**src/hdl/flash_ctl_params.svh**
```systemverilog
// register offsets, field positions, reset values and timing counts
// assumes inclusion by the flash control module only
`ifndef FLASH_CTL_PARAMS_SVH
`define FLASH_CTL_PARAMS_SVH
`define OFS_DATA_LOW 4'h0
`define OFS_DATA_HIGH 4'h1
`define OFS_ADDR_LOW 4'h2
`define OFS_ADDR_HIGH 4'h3
`define OFS_CONTROL 4'h4
`define OFS_UNLOCK 4'h5
`define OFS_INT_STATUS 4'h6
`define OFS_INT_MASK 4'h7
`define BIT_GO 0
`define BIT_LATCH_ONLY 1
`define BIT_ERASE 2
`define BIT_FAULT 3
`define BIT_WRITE_EN 4
`define UNLOCK_KEY1 8'h55
`define UNLOCK_KEY2 8'hAA
`define LATCH_ERASED 14'h3FFF
`define ROW_WORDS 32
`define OP_TIME_NS 2000
`define OP_CYCLES ((`OP_TIME_NS + 4) / 5)
`define PROTECT_LIMIT_RST 15'h0000
`endif

```
**src/hdl/flash_ctl_pkg.sv**
```systemverilog
// types shared by the flash control block
// assumes flash_ctl_params.svh is available on the include path
package flash_ctl_pkg;
	typedef enum logic [3:0] {
		ST_IDLE = 4'b0001,
		ST_ERASE = 4'b0010,
		ST_WRITE = 4'b0100,
		ST_DONE = 4'b1000
	} op_state_t;
	typedef struct packed {
		logic [3:0] addr;
		logic [7:0] wdata;
		logic wr;
		logic rd;
	} reg_req_t;
	typedef struct packed {
		logic req;
		logic erase;
		logic [14:0] addr;
		logic [13:0] data;
	} array_cmd_t;
endpackage

```
**src/hdl/flash_ctl.sv**
```systemverilog
// self-programming control for program flash: registers, latches, protection
// assumes a flash array model that takes one erase/word-program per request
//
// Behaviour
// - erase or row-write go with address in protected region sets the fault flag
// - a warm reset during a self-write sets the fault flag; a power-on reset does not
// - interrupted unlock sequence sets the fault flag
// - fault flag set by hardware or software, cleared by software or a power-on reset
// - erase select with go erases the whole 32-word row, data ignored
// - protected erase or row write clears go, faults, no array change
// - latch-only go copies data word into latch, protection ignored
// - row write programs latches into row, then latches reset to ones
// - 14-bit data word, high register top two bits read zero
// - 15-bit address, high register top bit reads one
// - address high top bit may read either value during a write
`timescale 1ns/100ps
`include "flash_ctl_params.svh"
module flash_ctl (
	// clock and reset
	input wire logic clk,
	input wire logic nrst,
	// reset while busy: high when this reset came from a non-power source
	input wire logic warmReset,
	// register port
	input wire flash_ctl_pkg::reg_req_t regReq,
	output logic [7:0] regRdata,
	// protection boundary: addresses below it are protected
	input wire logic [14:0] protectLimit,
	// flash array command
	output flash_ctl_pkg::array_cmd_t arrayCmd,
	input wire logic arrayDone,
	// interrupt
	output logic irq
);
	////////////////////////////////////////////////////////////////////////
	logic [13:0] dataWord_ff, nxt_dataWord;
	logic [14:0] addrWord_ff, nxt_addrWord;
	logic go_ff, nxt_go, erase_ff, nxt_erase, latch_only_select_ff, nxt_latch_only_select;
	logic fault_ff, nxt_fault, wen_ff, nxt_wen;
	logic [1:0] unlock_ff, nxt_unlock;
	logic [1:0] intStat_ff, nxt_intStat, intMask_ff, nxt_intMask;
	logic [7:0] regRdata_ff, nxt_regRdata;
	logic [13:0] latch_ff [`ROW_WORDS];
	logic [13:0] nxt_latch [`ROW_WORDS];
	flash_ctl_pkg::op_state_t state_ff, nxt_state;
	logic [4:0] idx_ff, nxt_idx;
	logic [8:0] wait_ff, nxt_wait;
	flash_ctl_pkg::array_cmd_t cmd_ff, nxt_cmd;
	logic busyMark_ff, nxt_busyMark;
	logic protHit, goStart, opEnd;

	function automatic logic isProtected(input logic [14:0] a,
		input logic [14:0] lim);
		isProtected = a < lim;
	endfunction

	assign protHit = isProtected(addrWord_ff, protectLimit);
	assign goStart = regReq.wr && regReq.addr == `OFS_CONTROL &&
		regReq.wdata[`BIT_GO] && !go_ff && wen_ff && unlock_ff == 2'd2;

	////////////////////////////////////////////////////////////////////////
	// registers and operation sequencer
	always_comb begin
		nxt_dataWord = dataWord_ff;
		nxt_addrWord = addrWord_ff;
		nxt_go = go_ff;
		nxt_erase = erase_ff;
		nxt_latch_only_select = latch_only_select_ff;
		nxt_fault = fault_ff;
		nxt_wen = wen_ff;
		nxt_unlock = unlock_ff;
		nxt_intStat = intStat_ff;
		nxt_intMask = intMask_ff;
		nxt_state = state_ff;
		nxt_idx = idx_ff;
		nxt_wait = wait_ff;
		nxt_cmd = cmd_ff;
		nxt_cmd.req = 1'b0;
		nxt_busyMark = busyMark_ff;
		opEnd = 1'b0;
		for (int i = 0; i < `ROW_WORDS; i++) begin
			nxt_latch[i] = latch_ff[i];
		end
		nxt_regRdata = 8'h00;
		if (regReq.rd) begin
			unique case (regReq.addr)
				`OFS_DATA_LOW: nxt_regRdata = dataWord_ff[7:0];
				`OFS_DATA_HIGH: nxt_regRdata = {2'b00, dataWord_ff[13:8]};
				`OFS_ADDR_LOW: nxt_regRdata = addrWord_ff[7:0];
				// top bit reads one; not promised while a write runs
				`OFS_ADDR_HIGH: nxt_regRdata = {1'b1, addrWord_ff[14:8]};
				`OFS_CONTROL: nxt_regRdata = {3'b000, wen_ff, fault_ff,
					erase_ff, latch_only_select_ff, go_ff};
				`OFS_INT_STATUS: nxt_regRdata = {6'h00, intStat_ff};
				`OFS_INT_MASK: nxt_regRdata = {6'h00, intMask_ff};
				default: nxt_regRdata = 8'h00;
			endcase
		end
		if (regReq.wr) begin
			unique case (regReq.addr)
				`OFS_DATA_LOW: nxt_dataWord[7:0] = regReq.wdata;
				`OFS_DATA_HIGH: nxt_dataWord[13:8] = regReq.wdata[5:0];
				`OFS_ADDR_LOW: if (!go_ff) nxt_addrWord[7:0] = regReq.wdata;
				`OFS_ADDR_HIGH: if (!go_ff) nxt_addrWord[14:8] = regReq.wdata[6:0];
				`OFS_UNLOCK: begin
					if (unlock_ff == 2'd0 && regReq.wdata == `UNLOCK_KEY1) begin
						nxt_unlock = 2'd1;
					end else if (unlock_ff == 2'd1 &&
						regReq.wdata == `UNLOCK_KEY2) begin
						nxt_unlock = 2'd2;
					end else begin
						nxt_unlock = 2'd0;
						nxt_fault = fault_ff || unlock_ff != 2'd0;
					end
				end
				`OFS_CONTROL: begin
					nxt_unlock = 2'd0;
					if (!go_ff) begin
						nxt_erase = regReq.wdata[`BIT_ERASE];
						nxt_latch_only_select = regReq.wdata[`BIT_LATCH_ONLY];
						nxt_wen = regReq.wdata[`BIT_WRITE_EN];
					end
					// software may set the flag for test, or clear it
					nxt_fault = regReq.wdata[`BIT_FAULT];
				end
				`OFS_INT_STATUS: nxt_intStat = intStat_ff & ~regReq.wdata[1:0];
				`OFS_INT_MASK: nxt_intMask = regReq.wdata[1:0];
				default: ;
			endcase
			// after the case, so a control write cannot wipe the break fault
			if (regReq.addr != `OFS_UNLOCK && unlock_ff != 2'd0 &&
				!(regReq.addr == `OFS_CONTROL && unlock_ff == 2'd2)) begin
				nxt_unlock = 2'd0;
				nxt_fault = 1'b1;
			end
		end
		unique case (state_ff)
			flash_ctl_pkg::ST_IDLE: begin
				if (goStart) begin
					nxt_go = 1'b1;
					nxt_wait = 9'd0;
					nxt_idx = 5'd0;
					if (!erase_ff && latch_only_select_ff) begin
						// latch load: protection ignored, no array access
						nxt_latch[addrWord_ff[4:0]] = dataWord_ff;
						nxt_state = flash_ctl_pkg::ST_DONE;
					end else if (protHit) begin
						nxt_fault = 1'b1;
						nxt_go = 1'b0;
					end else if (erase_ff) begin
						nxt_busyMark = 1'b1;
						nxt_cmd = '{req: 1'b1, erase: 1'b1,
							addr: {addrWord_ff[14:5], 5'd0}, data: 14'h0000};
						nxt_state = flash_ctl_pkg::ST_ERASE;
					end else begin
						nxt_busyMark = 1'b1;
						nxt_state = flash_ctl_pkg::ST_WRITE;
						nxt_cmd = '{req: 1'b1, erase: 1'b0,
							addr: {addrWord_ff[14:5], 5'd0}, data: latch_ff[0]};
					end
				end
			end
			flash_ctl_pkg::ST_ERASE: begin
				nxt_wait = wait_ff + 9'd1;
				if (arrayDone || wait_ff == 9'(`OP_CYCLES)) begin
					nxt_state = flash_ctl_pkg::ST_DONE;
				end
			end
			flash_ctl_pkg::ST_WRITE: begin
				if (arrayDone) begin
					if (idx_ff == 5'(`ROW_WORDS - 1)) begin
						for (int i = 0; i < `ROW_WORDS; i++) begin
							nxt_latch[i] = `LATCH_ERASED;
						end
						nxt_state = flash_ctl_pkg::ST_DONE;
					end else begin
						nxt_idx = idx_ff + 5'd1;
						nxt_cmd.req = 1'b1;
						nxt_cmd.addr = {addrWord_ff[14:5], idx_ff + 5'd1};
						nxt_cmd.data = latch_ff[idx_ff + 5'd1];
					end
				end
			end
			flash_ctl_pkg::ST_DONE: begin
				opEnd = 1'b1;
				nxt_go = 1'b0;
				nxt_busyMark = 1'b0;
				nxt_state = flash_ctl_pkg::ST_IDLE;
			end
		endcase
		// set wins over a clear in the same cycle
		if (opEnd) nxt_intStat[0] = 1'b1;
		if (nxt_fault && !fault_ff) nxt_intStat[1] = 1'b1;
	end

	////////////////////////////////////////////////////////////////////////
	always_ff @(posedge clk or negedge nrst) begin
		if (!nrst) begin
			dataWord_ff <= 14'h0000;
			addrWord_ff <= 15'h0000;
			go_ff <= 1'b0;
			erase_ff <= 1'b0;
			latch_only_select_ff <= 1'b0;
			wen_ff <= 1'b0;
			unlock_ff <= 2'd0;
			intStat_ff <= 2'b00;
			intMask_ff <= 2'b00;
			regRdata_ff <= 8'h00;
			state_ff <= flash_ctl_pkg::ST_IDLE;
			idx_ff <= 5'd0;
			wait_ff <= 9'd0;
			cmd_ff <= '0;
			for (int i = 0; i < `ROW_WORDS; i++) begin
				latch_ff[i] <= `LATCH_ERASED;
			end
		end else begin
			dataWord_ff <= nxt_dataWord;
			addrWord_ff <= nxt_addrWord;
			go_ff <= nxt_go;
			erase_ff <= nxt_erase;
			latch_only_select_ff <= nxt_latch_only_select;
			wen_ff <= nxt_wen;
			unlock_ff <= nxt_unlock;
			intStat_ff <= nxt_intStat;
			intMask_ff <= nxt_intMask;
			regRdata_ff <= nxt_regRdata;
			state_ff <= nxt_state;
			idx_ff <= nxt_idx;
			wait_ff <= nxt_wait;
			cmd_ff <= nxt_cmd;
			latch_ff <= nxt_latch;
		end
	end

	// the fault flag and busy marker hold through warm resets, so a reset
	// landing mid-write leaves a trace; a power-on reset clears the flag, and every reset release clears the marker
	logic warmSync1_ff, warmSync2_ff;
	// free-running, so it still follows warmReset while nrst holds the rest
	always_ff @(posedge clk) begin
		warmSync1_ff <= warmReset;
		warmSync2_ff <= warmSync1_ff;
	end
	logic porSeen_ff;
	always_ff @(posedge clk) begin
		porSeen_ff <= nrst;
		if (!porSeen_ff && nrst) begin
			// first edge after release: a warm reset with busy marked faults
			fault_ff <= warmSync2_ff ? (fault_ff | busyMark_ff) : 1'b0;
			busyMark_ff <= 1'b0;
		end else if (nrst) begin
			fault_ff <= nxt_fault;
			busyMark_ff <= nxt_busyMark;
		end
	end

	assign regRdata = regRdata_ff;
	assign arrayCmd = cmd_ff;
	assign irq = |(intStat_ff & intMask_ff);

	////////////////////////////////////////////////////////////////////////
	chk_prot_fault: assert property (@(posedge clk)
		disable iff (!nrst) goStart && !latch_only_select_ff && protHit
		|=> fault_ff && !go_ff)
		else $error("protected go did not fault");
	chk_prot_noop: assert property (@(posedge clk)
		disable iff (!nrst) goStart && !(latch_only_select_ff && !erase_ff) && protHit
		|=> !arrayCmd.req)
		else $error("protected go touched the array");
	chk_fault_sticky: assert property (@(posedge clk)
		disable iff (!nrst)
		fault_ff && !(regReq.wr && regReq.addr == `OFS_CONTROL)
		|=> fault_ff)
		else $error("fault flag cleared by hardware");
	chk_erase_row: assert property (@(posedge clk)
		disable iff (!nrst) goStart && erase_ff && !protHit
		|=> arrayCmd.req && arrayCmd.erase && arrayCmd.addr[4:0] == 5'd0)
		else $error("row erase not issued");
	chk_latch_load: assert property (@(posedge clk)
		disable iff (!nrst) goStart && latch_only_select_ff && !erase_ff
		|=> latch_ff[$past(addrWord_ff[4:0])] == $past(dataWord_ff)
		&& !arrayCmd.req)
		else $error("latch load wrong");
	chk_row_next: assert property (@(posedge clk)
		disable iff (!nrst)
		state_ff == flash_ctl_pkg::ST_WRITE && arrayDone
		&& idx_ff != 5'(`ROW_WORDS - 1)
		|=> arrayCmd.req && !arrayCmd.erase)
		else $error("next row word not issued");
	chk_latch_reset: assert property (@(posedge clk)
		disable iff (!nrst)
		state_ff == flash_ctl_pkg::ST_WRITE && arrayDone
		&& idx_ff == 5'(`ROW_WORDS - 1)
		|=> latch_ff[0] == `LATCH_ERASED
		&& latch_ff[`ROW_WORDS - 1] == `LATCH_ERASED)
		else $error("latches not reset after row write");
	chk_go_clear: assert property (@(posedge clk)
		disable iff (!nrst) state_ff == flash_ctl_pkg::ST_DONE
		|=> !go_ff)
		else $error("go not cleared at end");
	chk_data_high: assert property (@(posedge clk)
		disable iff (!nrst) regReq.rd && regReq.addr == `OFS_DATA_HIGH
		|=> regRdata[7:6] == 2'b00)
		else $error("data high top bits not zero");
	chk_addr_high: assert property (@(posedge clk)
		disable iff (!nrst) regReq.rd && regReq.addr == `OFS_ADDR_HIGH
		|=> regRdata[7])
		else $error("address high top bit not one");
	chk_unlock_break: assert property (@(posedge clk)
		disable iff (!nrst) regReq.wr && regReq.addr == `OFS_UNLOCK
		&& unlock_ff == 2'd1 && regReq.wdata != `UNLOCK_KEY2
		|=> fault_ff)
		else $error("broken unlock did not fault");
	chk_unlock_ctrl: assert property (@(posedge clk)
		disable iff (!nrst) regReq.wr && regReq.addr == `OFS_CONTROL
		&& unlock_ff == 2'd1
		|=> fault_ff)
		else $error("unlock cut by a control write did not fault");
endmodule

```
**config.mk**
```make
export PLATFORM = sky130hd
export DESIGN_NAME = flash_ctl
export DESIGN_NICKNAME = d
export VERILOG_FILES = /design/src/hdl/flash_ctl_pkg.sv /design/src/hdl/flash_ctl.sv
export VERILOG_INCLUDE_DIRS = /design/src /design/src/hdl
export SDC_FILE = /design/constraint.sdc
export NUM_CORES = 1
export LEC_CHECK = 0
export BUFFER_PORTS_ARGS = -buffer_cell sky130_fd_sc_hd__buf_2
export CAP_MARGIN = 10
export CORE_ASPECT_RATIO = 1.25
export CORE_UTILIZATION = 57
export DETAILED_ROUTE_END_ITERATION = 6
export PLACE_DENSITY = 0.86
export RECOVER_POWER = 25
export SLEW_MARGIN = 10
export SYNTH_ARGS = -nofsm -noshare
export SYNTH_HDL_FRONTEND = slang
export SYNTH_SLANG_ARGS = --single-unit
```
**constraint.sdc**
```tcl
create_clock -name clk -period 2.3 [get_ports clk]
set_input_delay 0.46 -clock clk [delete_from_list [all_inputs] [get_ports clk]]
set_output_delay 0.46 -clock clk [all_outputs]
set_load 0.005 [all_outputs]
```
* Word-level counts from Yosys, hierarchy flattened *
Index checks and enable logic that the tools add are counted.

cells by class
  add/sub/neg operators = 2
  $lt $le $gt $ge = 4
  eq/ne operators = 27
  muxes and demuxes = 66
  bitwise gates (word level) = 9
  reductions and logical operators = 51

operators by type and width
  cell                count
  $mux 448            4
  $pmux 448 s2        1
  $bwmux 448          1
  $mux 31             3
  $bmux 14 s5         1
  $demux 14 s5        1
  $mux 29             2
  $pmux 29 s2         1
  $pmux 8 s7          1
  $mux 14             3
  $mux 30             1
  $mux 4              6
  $mux 1              22
  $eq 4x3->1 const B  5
  $pmux 9 s2          1
  $reduce_bool 2->1   9
  $ne 2x2->1 const B  8
  $pmux 4 s4          1
  $reduce_and 2->1    8
  $lt 15x15->1        1
  $mux 5              3
  $reduce_and 5->1    3
  $logic_and 1x1->1   14
  $eq 4x2->1 const B  3
  35 further kinds    56

word-level totals
  bits in registers = 549
  input bits = 33
  output and inout bits = 40
  word-level logic and storage cells = 216

* Longest topological paths before layout *
  word-level depth = 14
  gate-level depth with buffers = 10
  mapped depth without buffers = 9

* Worst setup path before layout *
No wires, ideal clock.

  path kind = input port to flip-flop
  from = input port protectLimit[8]
  to = register cmd_ff (netlist bit arrayCmd[10])
  setup time = 0.082 ns
  data arrival time = 2.437 ns
  required time = 2.218 ns
  path slack = -0.219 ns
  stages on the path = 10
  path buffers = 1
  path through = inv_1 ha_1 a21o_1 a221o_1 a21oi_1 o21ai_1 a21oi_2 clkinv_1 buf_2 a31oi_1

on the way
  word-level cells in the longest chain between the ends = 3

RTL lines
  element                     RTL line          source
  start, declared             flash_ctl.sv:28   input wire logic [14:0] protectLimit,
  $lt 15x15->1                flash_ctl.sv:54   isProtected = a < lim;
  $ne 2x2->1 (no line)        -
  $reduce_and 6->1 (no line)  -
  end signal, assigned        flash_ctl.sv:230  cmd_ff <= nxt_cmd;
  end, declared               flash_ctl.sv:48   flash_ctl_pkg::array_cmd_t cmd_ff, nxt_cmd;

Every way passes these cells.
A chain may end at the register's enable or synchronous reset.

* Worst setup path after layout *
  from = register idx_ff[0]
  to = register cmd_ff (netlist bit arrayCmd[2])

on the way
  word-level cells in the longest chain between the ends = 8
  elaborated cells on any way between the ends = 11
  classes of those cells = 1 x add/sub; 2 x eq/ne; 6 x mux; 1 x bitwise; 1 x reduce/logical

RTL lines
  element                                     RTL line          source
  start, declared                             flash_ctl.sv:46   logic [4:0] idx_ff, nxt_idx;
  start signal, assigned                      flash_ctl.sv:228  idx_ff <= nxt_idx;
  $add 5x1->5                                 flash_ctl.sv:180  nxt_cmd.data = latch_ff[idx_ff + 5'd1];
  $not 5->6 (implied by the code)             flash_ctl.sv:180
  $bmux 14 s5                                 flash_ctl.sv:180
  $mux 14 (implied by the code) (2 in a row)  flash_ctl.sv:180
  $mux 29                                     flash_ctl.sv:171  if (idx_ff == 5'(`ROW_WORDS - 1)) begin
  $mux 29                                     flash_ctl.sv:170  if (arrayDone) begin
  $pmux 29 s2                                 flash_ctl.sv:137  unique case (state_ff)

Parallel ways exist; a longest one is shown, timed or not. The select of a mux whose other input is x is not followed.

==> flow_summary_export.csv <==
group,metric,value,unit
run_status,outcome,"finished with violations",
run_status,violations,"DRC, setup timing",
floorplan,core.rowCount,88,
worst_setup_path,r2r_end,"arrayCmd[2]",
yosys,synth_nets,2418,
worst_setup_path,critPathSlowestCell,"dfrtp_4",
yosys,synthFlopType,"dfstp_2",
floorplan,fp.coreArea,46200,µm²
grt,first_global_vias,21100,
worst_setup_path,r2r_slack,-360,ps
floorplan,die_y,244,µm
floorplan,start_util,57.8,%
worst_setup_path,critical_path_buf_inv_count,2,
worst_setup_path,reg2reg_from,"idx_ff[0]",
timing,hold_ws,146,ps
timing,slew_viol_final,0,
worst_setup_path,crit_top_cell,"buf_4",
final_layout,postLayoutCoreUtil,71.2,%
yosys,yosysTopAreaCellShare,44.1,%
grt,grt_first_pass_wirelength,117,mm
worst_setup_path,crit_arrival,3160,ps
timing,fmax,376,MHz
timing,tightest_slew,1070,ps
timing,tns,-15140,ps
floorplan,dieArea,47800,µm²
grt,grtUsageMet1,37.3,%
detailed_routing,dr.pass1.iters,7,
placed_design,numPortBuffers,72,
final_layout,final_net_count,2567,
clock_tree,htree_num_levels,2,
worst_setup_path,crit_start,"idx_ff[0]",
worst_setup_path,worstSetupPathDepth,8,
yosys,synth_warnings,0,
placed_design,hpwl,46.8,mm
detailed_routing,vias,21900,
yosys,synth_top_area_cell,"dfstp_2",
yosys,async_reset_ff_share,99.1,%
placed_design,placedCellCount,2983,
floorplan,die_w,196,µm
worst_setup_path,r2r_cells,8,
detailed_routing,drc,39,
timing,finClkSkew,26.0,ps
hold_path,min_path_type,"primary input to flop",
worst_setup_path,cp_data_required_time,2800,ps
grt,grt_max_degree,126,
timing,slew_headroom,28.3,%
timing,setup_ws,-357,ps
worst_setup_path,cp-end-kind,"flop",
clock_tree,clk_pin_slew,60,ps
final_layout,stdcell_count,3142,
worst_setup_path,worstSetupPathType,"flop to flop",
detailed_routing,routed_via_density,6.97,
yosys,synth.distinct_cells,64,
placed_design,place.gp.congestion,0.953,
timing,rsz0062_at_grt,"yes",
clock_tree,numCtsBuffers,52,
detailed_routing,wl,91.5,mm
final_layout,area_growth,23.1,%
timing,fin_crit_sh,116,%
yosys,ys_ff_latch,549,
grt,grt_usage,32.0,%
clock_tree,clkLatencyLatePin,610,ps
detailed_routing,wire_per_inst,29.1,µm
grt,grt_busiest_layer,"met2",
detailed_routing,ant_nets,0,
pwr,p_total,47.1,mW
clock_tree,cts.sinks,549,
yosys,yosysSeqAreaShare,53.4,%
worst_setup_path,cp_max_fo,9,
timing,fin_crit,2660,ps
final_layout,design_area,32900,µm²
clock_tree,cts_tree,"built",
yosys,synth_most_common_cell,"nor2_1",
worst_setup_path,path_delay_family,"compound AO/OA/AOI/OAI gates",
yosys,synthTopCellsByArea,"dfstp_2 44%, mux4_2 9.8%, dfrtp_1 8.9%, nor2_1 6.9%, a21oi_1 5.9%",
floorplan,io_pins,73,
final_layout,fillCellCount,2586,
yosys,avgSynthCellArea,11.3,µm²
yosys,netlist_instances,2367,
pwr,cellPowerDensity,1430,nW/µm²
timing,finalHoldViolCount,0,
pwr,p_leak,12.4,nW
clock_tree,cts_max_path_buffers,3,
worst_setup_path,cp-endpoint,"arrayCmd[2]",
worst_setup_path,critPathLaunchType,"flop",
grt,grtUsageMet2,52.2,%
yosys,syn-cell-area,26700,µm²
grt,grt_util_met3,6.36,%
detailed_routing,dr.first_iter.drc_count,2860,
placed_design,pre_cts_ws,-179,ps
timing,setup-violations-final,255,
worst_setup_path,slowest_delay,520,ps
clock_tree,cts_root_buf,"clkbuf_16",
flow_run,max_cap_violations,0,
placed_design,place_area,28700,µm²
yosys,synth_edf_count,1,
pwr,ir_drop,0.000932,V
final_layout,drive_gt1_share,56.4,%
grt,grt.overflow.total,0,
yosys,synthTopCellsByCount,"493 x nor2_1, 449 x dfstp_2, 317 x a21oi_1",
grt,antenna_found_initial,3,
worst_setup_path,crit_path_cell_trace,"ha_4 > buf_4 > mux4_2 > nand2_1 > a31oi_2 > buf_4 > nand4_1 > a31oi_1",
==> kinds of logic (layout without fill, tap and decap cells) <==
group	after synthesis	in the layout	share of synthesized area, %
other	0	2	0
flip-flops	549	549	53.4
AO/OA/AOI/OAI	597	597	14.3
AND/OR/NAND/NOR	819	819	14.4
buffers and inverters	213	401	4.99
XOR/XNOR	5	5	0.164
multiplexers	166	166	11.9
adder cells (fa/ha/maj)	18	18	0.842
==> worst register-to-register path, stage by stage, from the launching register on <==
cell     delay (ps)
dfrtp_4         520
ha_4            440
buf_4           280
mux4_2          220
nand2_1          60
a31oi_2         470
buf_4           230
nand4_1         130
a31oi_1         230
==> area by class of cell <==
type | instances | area, µm² | area share [%]
antenna | 2 | 5.00 | 0.0152
multi-input combinational | 1605 | 12700 | 38.5
inverter | 24 | 92.6 | 0.281
sequential | 549 | 14300 | 43.4
clock buffer | 81 | 1570 | 4.77
timing repair buffer | 284 | 3470 | 10.5
clock inverter | 12 | 98.8 | 0.300
tap | 585 | 732 | 2.22
==> routing by layer <==
layer / wire, µm / share of wire (%)
met4: 8460 / 9.2
met2: 42700 / 47
met1: 29300 / 32
met3: 11100 / 12
met5: 0 / 0
==> repair_timing <==
action / CTS / global route
endpoints found under the setup margin: 253 / 435
hold buffers: 2 / 0
endpoints found under the hold margin: 27 / 0
setup buffers: 11 / 20
cloned: 4 / 31
gates resized for setup: 23 / 355
pin swaps: 8 / 54
==> where the power goes <==
part | leakage, nW | total (mW) | internal (mW) | switching (mW)
registers | 5.88 | 17.9 | 15.1 | 2.74
clock network | 0.826 | 8.61 | 4.80 | 3.82
logic | 5.69 | 20.6 | 8.31 | 12.3
==> cell usage in the layout, fill, tap and decap left out, drive strengths merged, types with 5 or more instances in the layout <==
| master | instances |
|---|---|
| a211oi | 14 |
| a21oi | 492 |
| a22o | 5 |
| a22oi | 7 |
| a31oi | 31 |
| and3 | 5 |
| buf | 250 |
| clkbuf | 113 |
| clkinv | 7 |
| dfrtp | 95 |
| dfstp | 449 |
| ha | 18 |
| inv | 27 |
| mux2 | 46 |
| mux4 | 116 |
| nand2 | 147 |
| nand3 | 53 |
| nand4 | 35 |
| nor2 | 494 |
| nor2b | 8 |
| nor3 | 45 |
| o21ai | 33 |
==> worst min path at each step <==
stage	from	to	slack, ps	depth (start not counted)
after floorplan	nrst	addrWord_ff[0]	160	0
after global placement	warmSync1_ff	warmSync2_ff	320	0
after detailed placement	warmSync1_ff	warmSync2_ff	320	0
after CTS	regReq[0]	regRdata[6]	150	3
after global routing	regReq[0]	regRdata[6]	160	3
final	regReq[0]	regRdata[6]	150	3
==> sequential cells by signal (all words and copies together) (netlist names), 4 cells and up <==
name	flops
arrayCmd	31
wait_ff	9
state_ff	4
addrWord_ff	15
dataWord_ff	14
latch_ff	448
regRdata	8
idx_ff	5
No activity file was read; power rests on OpenSTA's default activity.
